--- src/verilog/aps_pkg.sv ---
// package: register map, field layout, timing constants and carrier types of the pin port
package aps_pkg;

    localparam int unsigned SYS_CLK_HZ = 40_000_000;
    localparam int unsigned SECONDARY_RATE_HZ = 128_000;
    // frame period in system clocks, rounded down
    localparam int unsigned FRAME_CYCLES = SYS_CLK_HZ / SECONDARY_RATE_HZ;
    localparam int unsigned SERIAL_HALF_DIV = 2;
    localparam int unsigned SERIAL_WORD_W = 24;

    localparam int unsigned NUM_PINS = 4;
    localparam int unsigned NUM_SERIAL_PINS = 3;
    localparam int unsigned REG_W = 24;
    localparam int unsigned WB_ADR_W = 8;
    localparam int unsigned WB_DAT_W = 32;
    localparam int unsigned WB_SEL_W = 4;
    localparam int unsigned REG_BYTES = 3;

    // register index; byte address is four times the index
    localparam logic [5:0] PIN_CONTROL_IDX = 6'h06;
    localparam logic [23:0] PIN_CONTROL_RESET = 24'h00_0000;
    // stored bits: 18, 16, and per pin the state field and output bit
    localparam logic [23:0] PIN_CONTROL_WMASK = 24'h05_eeee;
    localparam logic [31:0] WB_UNMAPPED_DATA = 32'h0000_0000;

    localparam int unsigned ENABLE_BIT = 16;
    localparam int unsigned FRAMING_BIT = 18;
    localparam int unsigned PIN_FIELD_STRIDE = 4;
    localparam int unsigned STATE_OFS = 2;
    localparam int unsigned OUT_OFS = 1;
    localparam int unsigned IN_OFS = 0;

    // pins taken by the secondary serial output
    localparam int unsigned PIN_CS = 0;
    localparam int unsigned PIN_SCLK = 1;
    localparam int unsigned PIN_DATA = 2;

    typedef enum logic [1:0] {
        PIN_HIGHZ = 2'h0,
        PIN_INPUT = 2'h1,
        PIN_OUTPUT = 2'h2,
        PIN_OPEN_DRAIN = 2'h3
    } aps_pin_mode_type;

    typedef struct packed {
        logic out;
        logic oe_n;
    } aps_drive_type;

    typedef struct packed {
        logic cs_n;
        logic sclk;
        logic data;
    } aps_serial_type;

endpackage : aps_pkg

--- src/verilog/aps_pin_port.sv ---
// module: four user pins with control register on wishbone and secondary serial takeover
//
// Design decision made here: the Wishbone slave port.
`timescale 1ns/100ps
module aps_pin_port import aps_pkg::*; #(
    parameter int unsigned WORD_W = SERIAL_WORD_W,
    parameter int unsigned HALF_DIV = SERIAL_HALF_DIV,
    parameter int unsigned PERIOD = FRAME_CYCLES
) (
    input wire logic I_CLK,
    input wire logic I_RESET_N,
    input wire logic I_WB_CYC,
    input wire logic I_WB_STB,
    input wire logic I_WB_WE,
    input wire logic [WB_ADR_W-1:0] I_WB_ADR,
    input wire logic [WB_SEL_W-1:0] I_WB_SEL,
    input wire logic [WB_DAT_W-1:0] I_WB_DAT,
    output logic [WB_DAT_W-1:0] O_WB_DAT,
    output logic O_WB_ACK,
    input wire logic [WORD_W-1:0] I_ECG_WORD,
    input wire logic I_ECG_VALID,
    input wire logic I_ECG_LAST,
    output logic O_ECG_READY,
    input wire logic [NUM_PINS-1:0] I_USER_PIN_IN,
    output logic [NUM_PINS-1:0] O_USER_PIN_OUT,
    output logic [NUM_PINS-1:0] O_USER_PIN_OE_N
);

    logic [REG_W-1:0] ctrl_r, ctrl_nxt;
    logic [NUM_PINS-1:0] in_r, in_nxt;
    logic ack_r, ack_nxt;
    logic [WB_DAT_W-1:0] dat_r, dat_nxt;
    logic [NUM_PINS-1:0] pin_out_r, pin_out_nxt;
    logic [NUM_PINS-1:0] pin_oe_n_r, pin_oe_n_nxt;
    logic [NUM_PINS-1:0] pin_sync;
    aps_serial_type serial;
    logic hit;
    logic addr_match;
    logic serial_on;

    function automatic aps_pin_mode_type pin_mode(input logic [REG_W-1:0] ctrl,
                                                  input int unsigned pin);
        pin_mode = aps_pin_mode_type'(ctrl[pin*PIN_FIELD_STRIDE+STATE_OFS +: 2]);
    endfunction : pin_mode

    function automatic logic pin_out_value(input logic [REG_W-1:0] ctrl,
                                           input int unsigned pin);
        pin_out_value = ctrl[pin*PIN_FIELD_STRIDE+OUT_OFS];
    endfunction : pin_out_value

    function automatic aps_drive_type pin_drive(input aps_pin_mode_type mode, input logic value);
        aps_drive_type d;
        d = '{out: 1'b0, oe_n: 1'b1};
        case (mode)
            PIN_OUTPUT: begin
                d = '{out: value, oe_n: 1'b0};
            end
            PIN_OPEN_DRAIN: begin
                d = '{out: 1'b0, oe_n: value};
            end
            default: begin
                d = '{out: 1'b0, oe_n: 1'b1};
            end
        endcase
        pin_drive = d;
    endfunction : pin_drive

    function automatic logic [WB_DAT_W-1:0] readback(input logic [REG_W-1:0] ctrl,
                                                      input logic [NUM_PINS-1:0] ins);
        logic [REG_W-1:0] v;
        v = ctrl & PIN_CONTROL_WMASK;
        for (int p = 0; p < NUM_PINS; p++) begin
            v[p*PIN_FIELD_STRIDE+IN_OFS] = ins[p];
        end
        readback = {{(WB_DAT_W-REG_W){1'b0}}, v};
    endfunction : readback

    aps_sync #(
        .WIDTH(NUM_PINS)
    ) u_sync (
        .i_clk(I_CLK),
        .i_reset_n(I_RESET_N),
        .i_async(I_USER_PIN_IN),
        .o_sync(pin_sync)
    );

    assign serial_on = ctrl_r[ENABLE_BIT];

    aps_serial_tx #(
        .WORD_W(WORD_W),
        .HALF_DIV(HALF_DIV),
        .PERIOD(PERIOD)
    ) u_serial (
        .i_clk(I_CLK),
        .i_reset_n(I_RESET_N),
        .i_enable(serial_on),
        .i_word_framing(ctrl_r[FRAMING_BIT]),
        .i_word(I_ECG_WORD),
        .i_valid(I_ECG_VALID),
        .i_last(I_ECG_LAST),
        .o_ready(O_ECG_READY),
        .o_link(serial)
    );

    assign hit = I_WB_CYC && I_WB_STB && !ack_r;
    assign addr_match = (I_WB_ADR[WB_ADR_W-1:2] == PIN_CONTROL_IDX);

    // bus slave: one wait state, then ack for one cycle
    always_comb begin
        ack_nxt = hit;
        dat_nxt = dat_r;
        ctrl_nxt = ctrl_r;
        if (hit && !I_WB_WE) begin
            dat_nxt = addr_match ? readback(ctrl_r, in_r) : WB_UNMAPPED_DATA;
        end
        if (hit && I_WB_WE && addr_match) begin
            for (int b = 0; b < REG_BYTES; b++) begin
                if (I_WB_SEL[b]) begin
                    // read-only and reserved bits never store
                    ctrl_nxt[b*8 +: 8] = I_WB_DAT[b*8 +: 8] & PIN_CONTROL_WMASK[b*8 +: 8];
                end
            end
        end
    end

    // pin drive and input capture
    always_comb begin
        aps_drive_type d;
        logic taken;
        d = '{out: 1'b0, oe_n: 1'b1};
        taken = 1'b0;
        pin_out_nxt = pin_out_r;
        pin_oe_n_nxt = pin_oe_n_r;
        in_nxt = in_r;
        for (int p = 0; p < NUM_PINS; p++) begin
            taken = serial_on && (p < NUM_SERIAL_PINS);
            d = pin_drive(pin_mode(ctrl_r, p), pin_out_value(ctrl_r, p));
            if (taken) begin
                // serial output overrides the pin's own state and output bits
                d.oe_n = 1'b0;
                if (p == PIN_CS) begin
                    d.out = serial.cs_n;
                end else if (p == PIN_SCLK) begin
                    d.out = serial.sclk;
                end else begin
                    d.out = serial.data;
                end
            end
            pin_out_nxt[p] = d.out;
            pin_oe_n_nxt[p] = d.oe_n;
            // input bit follows the pin only while the pin is an input
            if (!taken && (pin_mode(ctrl_r, p) == PIN_INPUT)) begin
                in_nxt[p] = pin_sync[p];
            end
        end
    end

    always_ff @(posedge I_CLK or negedge I_RESET_N) begin
        if (!I_RESET_N) begin
            ctrl_r <= PIN_CONTROL_RESET;
            in_r <= '0;
            ack_r <= 1'b0;
            dat_r <= WB_UNMAPPED_DATA;
            pin_out_r <= '0;
            pin_oe_n_r <= '1;
        end else begin
            ctrl_r <= ctrl_nxt;
            in_r <= in_nxt;
            ack_r <= ack_nxt;
            dat_r <= dat_nxt;
            pin_out_r <= pin_out_nxt;
            pin_oe_n_r <= pin_oe_n_nxt;
        end
    end

    assign O_WB_ACK = ack_r;
    assign O_WB_DAT = dat_r;
    assign O_USER_PIN_OUT = pin_out_r;
    assign O_USER_PIN_OE_N = pin_oe_n_r;

endmodule : aps_pin_port

--- src/verilog/aps_sync.sv ---
// module: two-flop synchroniser for the pin input levels
`timescale 1ns/100ps
module aps_sync import aps_pkg::*; #(
    parameter int unsigned WIDTH = NUM_PINS
) (
    input wire logic i_clk,
    input wire logic i_reset_n,
    input wire logic [WIDTH-1:0] i_async,
    output logic [WIDTH-1:0] o_sync
);

    logic [WIDTH-1:0] meta_r;
    logic [WIDTH-1:0] sync_r;

    always_ff @(posedge i_clk or negedge i_reset_n) begin
        if (!i_reset_n) begin
            meta_r <= '0;
            sync_r <= '0;
        end else begin
            meta_r <= i_async;
            sync_r <= meta_r;
        end
    end

    assign o_sync = sync_r;

endmodule : aps_sync

--- src/verilog/aps_serial_tx.sv ---
// module: secondary serial output that streams sample words at the frame rate
`timescale 1ns/100ps
module aps_serial_tx import aps_pkg::*; #(
    parameter int unsigned WORD_W = SERIAL_WORD_W,
    parameter int unsigned HALF_DIV = SERIAL_HALF_DIV,
    parameter int unsigned PERIOD = FRAME_CYCLES
) (
    input wire logic i_clk,
    input wire logic i_reset_n,
    input wire logic i_enable,
    input wire logic i_word_framing,
    input wire logic [WORD_W-1:0] i_word,
    input wire logic i_valid,
    input wire logic i_last,
    output logic o_ready,
    output aps_serial_type o_link
);

    typedef enum {ST_IDLE, ST_SHIFT, ST_GAP} aps_tx_state_type;

    aps_tx_state_type state_r, state_nxt;
    logic [15:0] frame_cnt_r, frame_cnt_nxt;
    logic [7:0] div_r, div_nxt;
    logic [7:0] bit_cnt_r, bit_cnt_nxt;
    logic [WORD_W-1:0] shift_r, shift_nxt;
    logic last_r, last_nxt;
    aps_serial_type link_r, link_nxt;
    logic tick;
    logic div_wrap;
    logic take;

    assign tick = (frame_cnt_r == 16'(PERIOD - 1));
    assign div_wrap = (div_r == 8'(HALF_DIV - 1));
    // a word is taken at a frame tick when idle, or after the gap between words
    assign o_ready = i_enable && (((state_r == ST_IDLE) && tick) || ((state_r == ST_GAP) && div_wrap));
    assign take = o_ready && i_valid;
    assign o_link = link_r;

    always_comb begin
        state_nxt = state_r;
        frame_cnt_nxt = tick ? 16'h0000 : frame_cnt_r + 16'h0001;
        div_nxt = div_wrap ? 8'h00 : div_r + 8'h01;
        bit_cnt_nxt = bit_cnt_r;
        shift_nxt = shift_r;
        last_nxt = last_r;
        link_nxt = link_r;
        if (!i_enable) begin
            state_nxt = ST_IDLE;
            frame_cnt_nxt = 16'h0000;
            div_nxt = 8'h00;
            link_nxt = '{cs_n: 1'b1, sclk: 1'b0, data: 1'b0};
        end else begin
            case (state_r)
                ST_IDLE: begin
                    div_nxt = 8'h00;
                end
                ST_SHIFT: begin
                    if (div_wrap) begin
                        link_nxt.sclk = ~link_r.sclk;
                        // data moves on the falling edge, the reader samples on the rising
                        if (link_r.sclk) begin
                            if (bit_cnt_r == 8'h00) begin
                                state_nxt = last_r ? ST_IDLE : ST_GAP;
                                link_nxt.cs_n = last_r | i_word_framing;
                            end else begin
                                bit_cnt_nxt = bit_cnt_r - 8'h01;
                                shift_nxt = {shift_r[WORD_W-2:0], 1'b0};
                                link_nxt.data = shift_r[WORD_W-2];
                            end
                        end
                    end
                end
                ST_GAP: begin
                    // frame framing keeps select low while the next word is awaited
                    if (div_wrap && !i_valid) begin
                        div_nxt = div_r;
                    end
                end
                default: begin
                    state_nxt = ST_IDLE;
                end
            endcase
            if (take) begin
                state_nxt = ST_SHIFT;
                div_nxt = 8'h00;
                shift_nxt = i_word;
                last_nxt = i_last;
                bit_cnt_nxt = 8'(WORD_W - 1);
                link_nxt = '{cs_n: 1'b0, sclk: 1'b0, data: i_word[WORD_W-1]};
            end
        end
    end

    always_ff @(posedge i_clk or negedge i_reset_n) begin
        if (!i_reset_n) begin
            state_r <= ST_IDLE;
            frame_cnt_r <= 16'h0000;
            div_r <= 8'h00;
            bit_cnt_r <= 8'h00;
            shift_r <= '0;
            last_r <= 1'b0;
            link_r <= '{cs_n: 1'b1, sclk: 1'b0, data: 1'b0};
        end else begin
            state_r <= state_nxt;
            frame_cnt_r <= frame_cnt_nxt;
            div_r <= div_nxt;
            bit_cnt_r <= bit_cnt_nxt;
            shift_r <= shift_nxt;
            last_r <= last_nxt;
            link_r <= link_nxt;
        end
    end

endmodule : aps_serial_tx

--- config.mk ---
export PLATFORM = sky130hd
export DESIGN_NAME = aps_pin_port
export DESIGN_NICKNAME = d
export VERILOG_FILES = /design/src/verilog/aps_pkg.sv /design/src/verilog/aps_pin_port.sv /design/src/verilog/aps_sync.sv /design/src/verilog/aps_serial_tx.sv
export SDC_FILE = /design/constraint.sdc
export NUM_CORES = 1
export LEC_CHECK = 0
export ABC_AREA = 0
export BUFFER_PORTS_ARGS = -buffer_cell sky130_fd_sc_hd__clkbuf_2
export CORE_UTILIZATION = 25
export CTS_BUF_LIST = sky130_fd_sc_hd__clkbuf_8 sky130_fd_sc_hd__clkbuf_16
export CTS_CLUSTER_SIZE = 28
export DETAILED_ROUTE_END_ITERATION = 10
export PLACE_DENSITY = 0.53
export RECOVER_POWER = 50
export SLEW_MARGIN = 25
export SYNTH_ARGS = -nofsm -noshare
export SYNTH_HDL_FRONTEND = slang
export SYNTH_HIERARCHICAL = 1
export SYNTH_SLANG_ARGS = --single-unit
--- constraint.sdc ---
create_clock -name I_CLK -period 4.4 [get_ports I_CLK]
set_clock_uncertainty 0.05 [all_clocks]
set_input_delay 0.66 -clock I_CLK [delete_from_list [all_inputs] [get_ports I_CLK]]
set_output_delay 0.66 -clock I_CLK [all_outputs]
set_load 0.005 [all_outputs]
Word-level counts from Yosys, hierarchy flattened
Index checks and enable logic that the tools add are counted.
- muxes and demuxes: 40
- equality and inequality tests: 29
- bitwise gates (word level): 2
- add/subtract/negate cells: 3
- reductions and logical operators: 34
- operators with widths (operator ; count):
    $mux W32 ; 5
    $mux W23 ; 5
    $mux W8 ; 9
    $logic_not A32 Y1 ; 2
    $pmux W32 S2 ; 1
    $eq A32 B1 Y1 const B ; 1
    $eq A32 B2 Y1 const B ; 1
    $eq A32 B3 Y1 const B ; 1
    $mux W16 ; 2
    $mux W19 ; 1
    $add A16 B1 Y16 const B ; 1
    $eq A16 B9 Y1 const B ; 1
    $eq A2 B2 Y1 const B ; 8
    $pmux W2 S2 ; 4
    $pmux W8 S2 ; 1
    $logic_and A1 B1 Y1 ; 13
    $mux W3 ; 4
    $ne A3 B1 Y1 const B ; 4
    $ne A4 B2 Y1 const B ; 3
    $reduce_and A4 Y1 ; 3
    $reduce_and A2 Y1 ; 5
    $add A8 B1 Y8 const B ; 1
    $eq A2 B1 Y1 const B ; 4
    $eq A8 B1 Y1 const B ; 1
    other kinds (15) ; 27
- flip-flop bits (word level): 158
- output and inout bits: 42
- input bits: 79

Depth between registers and ports, before layout
- depth after elaboration: 7
- mapped depth: 9

Hierarchy
Netlist, hierarchy kept.
- modules (own cells, without submodules) (module ; cells an instance ; area an instance (um2) ; times used):
    aps_serial_tx ; 289 ; 3101.7 ; 1
    aps_pin_port ; 137 ; 1841.8 ; 1
    aps_sync ; 8 ; 200.2 ; 1

Least setup slack after synthesis
OpenSTA, ideal clock, no wires.
- path type: register to register
- from: register u_serial.frame_cnt_r[0]
- to: register u_serial.last_r
- data required time: 4.225 ns
- cell stages (with the launch flop): 7
- setup time: 0.125 ns
- data arrival time: 1.933 ns
- buffers on the path: 1
- path slack: 2.293 ns
- period minus slack after synthesis: 2.107 ns
- path through: dfrtp_1 -> ha_1 -> nor4bb_1 -> nand4_1 -> a211oi_2 -> buf_2 -> mux2_2
- word-level cells in the longest chain between the ends: 6
- ends and longest elaborated chain (element ; RTL line ; RTL):
    from (decl) ; aps_serial_tx.sv:22 ; logic [15:0] frame_cnt_r, frame_cnt_nxt;
    from (signal assigned) ; aps_serial_tx.sv:105 ; frame_cnt_r <= frame_cnt_nxt;
    $eq A16 B9 Y1 ; aps_serial_tx.sv:32 ; assign tick = (frame_cnt_r == 16'(PERIOD - 1));
    $logic_and A1 B1 Y1 ; aps_serial_tx.sv:35 ; assign o_ready = i_enable && (((state_r == ST_IDLE) && tick) || ((state_r == ST_GAP) && div_wrap));
    $logic_or A1 B1 Y1 ; aps_serial_tx.sv:35 ;
    $logic_and A1 B1 Y1 ; aps_serial_tx.sv:35 ;
    $logic_and A1 B1 Y1 ; aps_serial_tx.sv:36 ; assign take = o_ready && i_valid;
    $reduce_and A2 Y1 (no source line) ; - ;
    to (signal assigned) ; aps_serial_tx.sv:109 ; last_r <= last_nxt;
    to (decl) ; aps_serial_tx.sv:26 ; logic last_r, last_nxt;
Every way passes these cells.
A chain may end at the register's enable or synchronous reset.

==> flow_summary.yaml <==
routing:
  drc: 0
  first_pass_iters: 4
  routed_via_density: 4.47
  wl_per_cell_um: 13.4
  antenna_left: 0
  first_iter_violations: 146
  finalWirelength_mm: 10.9
  vias: 3629
final_layout:
  fillerInstances: 2087
  fin_nets: 612
  seqCellArea_sq_um: 2860
  multi_input_area_sq_um: 2110
  layout-drive-gt1-share_pct: 29.0
  stdcell_area_sq_um: 6340
  syn2layout_area_growth_pct: 23.3
  diodes: 0
placed_design:
  place.port_buffers: 85
  globalplace.congestion: 0.789
  dpl.hpwl_mm: 7.54
  postPlaceCellArea_sq_um: 5800
die:
  die_x_um: 145
  io_pins: 121
  die_area_sq_um: 21200
  core_area_sq_um: 20200
  fp-row-count: 52
  start_util_pct: 25.4
  die_h_um: 145
outcome:
  violations: "capacitance limit, slew limit"
  status: "finished with violations"
global_route:
  grt_antenna_before_repair: 0
  grt_overflow_total: 0
  grt_pass1_wl_mm: 18.6
  grt_max_degree: 54
  grt_pass1_vias: 3696
  grtUsageTotal_pct: 11.0
synth:
  synth-seq-cells: 114
  synth_area_per_cell_sq_um: 11.9
  yosys.cell_count.top_type: "dfrtp_1"
  netlist_area_sq_um: 5140
  postSynth.asyncResetShare_pct: 100
  synth-warning-count: 6
  synthFlopType: "dfrtp_1"
  synth_area_leaders: "dfrtp_1 (53%), a22o_1 (5.6%), mux2_2 (4.2%), a21o_1 (2.6%), dfstp_2 (2.6%)"
  syn_inst: 434
  yosysTopAreaCell: "dfrtp_1"
  yosysUniqueCellTypes: 59
  synthTopCellsByCount: "dfrtp_1 (109), a22o_1 (33), nor2_1 (33), nand2_1 (29), mux2_2 (19)"
  synth_top_area_share_pct: 53.0
  synth_edf_count: 0
  ys_seq_area_share_pct: 55.6
sta:
  fin_crit_sh_pct: 66.3
  grt_setup_unrepaired: "no"
  min_period_ps: 2920
  final_max_slew_viol_count: 54
  max_slew.worst_pin.slew_ps: 2910
  setup_viol: 0
  tns_ps: 0
  fmax_mhz: 343
  relSlewSlack_pct: -94.0
  final_hold_viol_count: 0
  holdWs_ps: 294
clock_network:
  cts_buffers: 17
  clock_sinks: 114
  post-cts-setup-buffers: 0
  ctsHoldBuffers: 0
  clk_path_buf_depth: 2
  clk_latency_ps: 410
  cts_resized: 0
  cts_tree: "done"
  clkTransAtPathRegs_ps: 50
  ctsHtreeMaxLevel: 4
  ctsRootBufferMaster: "clkbuf_16"
worst_setup_path:
  max_stage_delay_ps: 2030
  cp-start-kind: "input port"
  cpMaxStageDelayCell: "clkbuf_1"
  cp_max_fo: 53
  worstSetupEndpointType: "async pin"
  crit_arrival_ps: 3380
  critPathBufInv: 2
  crit_chain: "clkbuf_1 > buf_4"
  required_ps: 4860
  critical_path.top_delay_family: "buffers and inverters"
  worst-setup-path-type: "input port to async pin"
min_path:
  hold_path_class: "flip-flop to flip-flop"
pwr:
  vdd_drop_max_mv: 0.278
  power_density_nw_per_um2: 386
  p_leak_nw: 3.00
  finalPower_w: 0.00245
run:
  cap_viol_max_count: 1
registers in the layout, summed over array words and instances (netlist names), 2 cells and up:
name                  flops
u_sync/meta_r             4
ctrl_r                   14
O_USER_PIN_OE_N           4
O_WB_DAT                 18
O_USER_PIN_OUT            4
u_serial/state_r          2
u_serial/frame_cnt_r     16
u_serial/o_link           3
u_serial/shift_r         23
u_sync/o_sync             4
u_serial/bit_cnt_r        8
u_serial/div_r            8
in_r                      4
metrics by stage:
stage	utilization, %	setup slack, ps	std cells
6_report	31.4	1480	811
4_1_cts	31.4	1530	811
5_1_grt	31.4	975	811
3_5_place_dp	28.7	1890	779
3_3_place_gp	28.7	1950	779
2_1_floorplan	-	2290	447
per-layer routing:
metal  wire length (um)  share of wire, %  global-route usage, %  vias up
met5                  0                 0                      0        -
met4                154               1.4                   4.32        0
met3                503               4.6                   3.67       13
met2               4910                45                   16.8       95
met1               5340                49                   14.4     1785
li1                   -                 -                      -     1736
power breakdown:
| part | internal [W] | switching (W) |
|---|---|---|
| logic | 0.0000419 | 0.0000491 |
| clock network | 0.000770 | 0.000488 |
| registers | 0.00108 | 0.0000187 |
placed cells by master, fill, tap and decap left out, types with 4 or more instances in the layout:
master / instances
dfrtp_1: 109
clkbuf_2: 84
nor2_1: 33
a22o_1: 33
nand2_1: 29
mux2_2: 19
a21o_1: 18
clkbuf_16: 17
conb_1: 14
xor2_1: 12
inv_1: 11
xnor2_1: 11
nand3_1: 10
a21oi_1: 8
o21ai_0: 8
nand4_1: 8
nor4_1: 7
and3_1: 6
nor3_1: 6
mux2i_1: 6
dfstp_2: 5
nand3b_1: 5
nor2b_1: 5
ha_1: 5
or3_1: 4
buf_4: 4
o211ai_1: 4
a22o_2: 4
worst paths after layout:
check,start,to,slack [ps],cells past startpoint
min in group asynchronous,I_RESET_N,O_WB_DAT[6],1140,1
max in group I_CLK,u_serial/frame_cnt_r[0],O_ECG_READY,1620,5
worst min-delay path,u_sync/meta_r[3],u_sync/o_sync[3],290,0
worst min register to register,u_sync/meta_r[3],u_sync/o_sync[3],290,0
worst max-delay path,I_RESET_N,O_USER_PIN_OE_N[3],1480,2
worst max register to register,u_serial/bit_cnt_r[4],u_serial/shift_r[0],1930,6
cell type report:
cell class / instances / area share [%]
repair buffers: 90 / 7.22
flip-flops and latches: 114 / 45.1
multi-input cells: 296 / 33.2
clock buffers: 17 / 6.71
clock inverters: 15 / 1.93
inverters: 9 / 0.533
well taps: 270 / 5.33
cell families (layout without fill, tap and decap cells):
family | count (synthesis) | after routing | synth area share, %
buf+inv | 37 | 131 | 4.55
other cells | 1 | 14 | 0.0729
mux | 25 | 25 | 5.33
simple gates | 138 | 138 | 15.8
compound gates | 91 | 91 | 13.5
flops | 114 | 114 | 55.6
fa+ha+maj | 5 | 5 | 1.22
xor+xnor | 23 | 23 | 3.92
No activity file was read; power rests on OpenSTA's default activity.
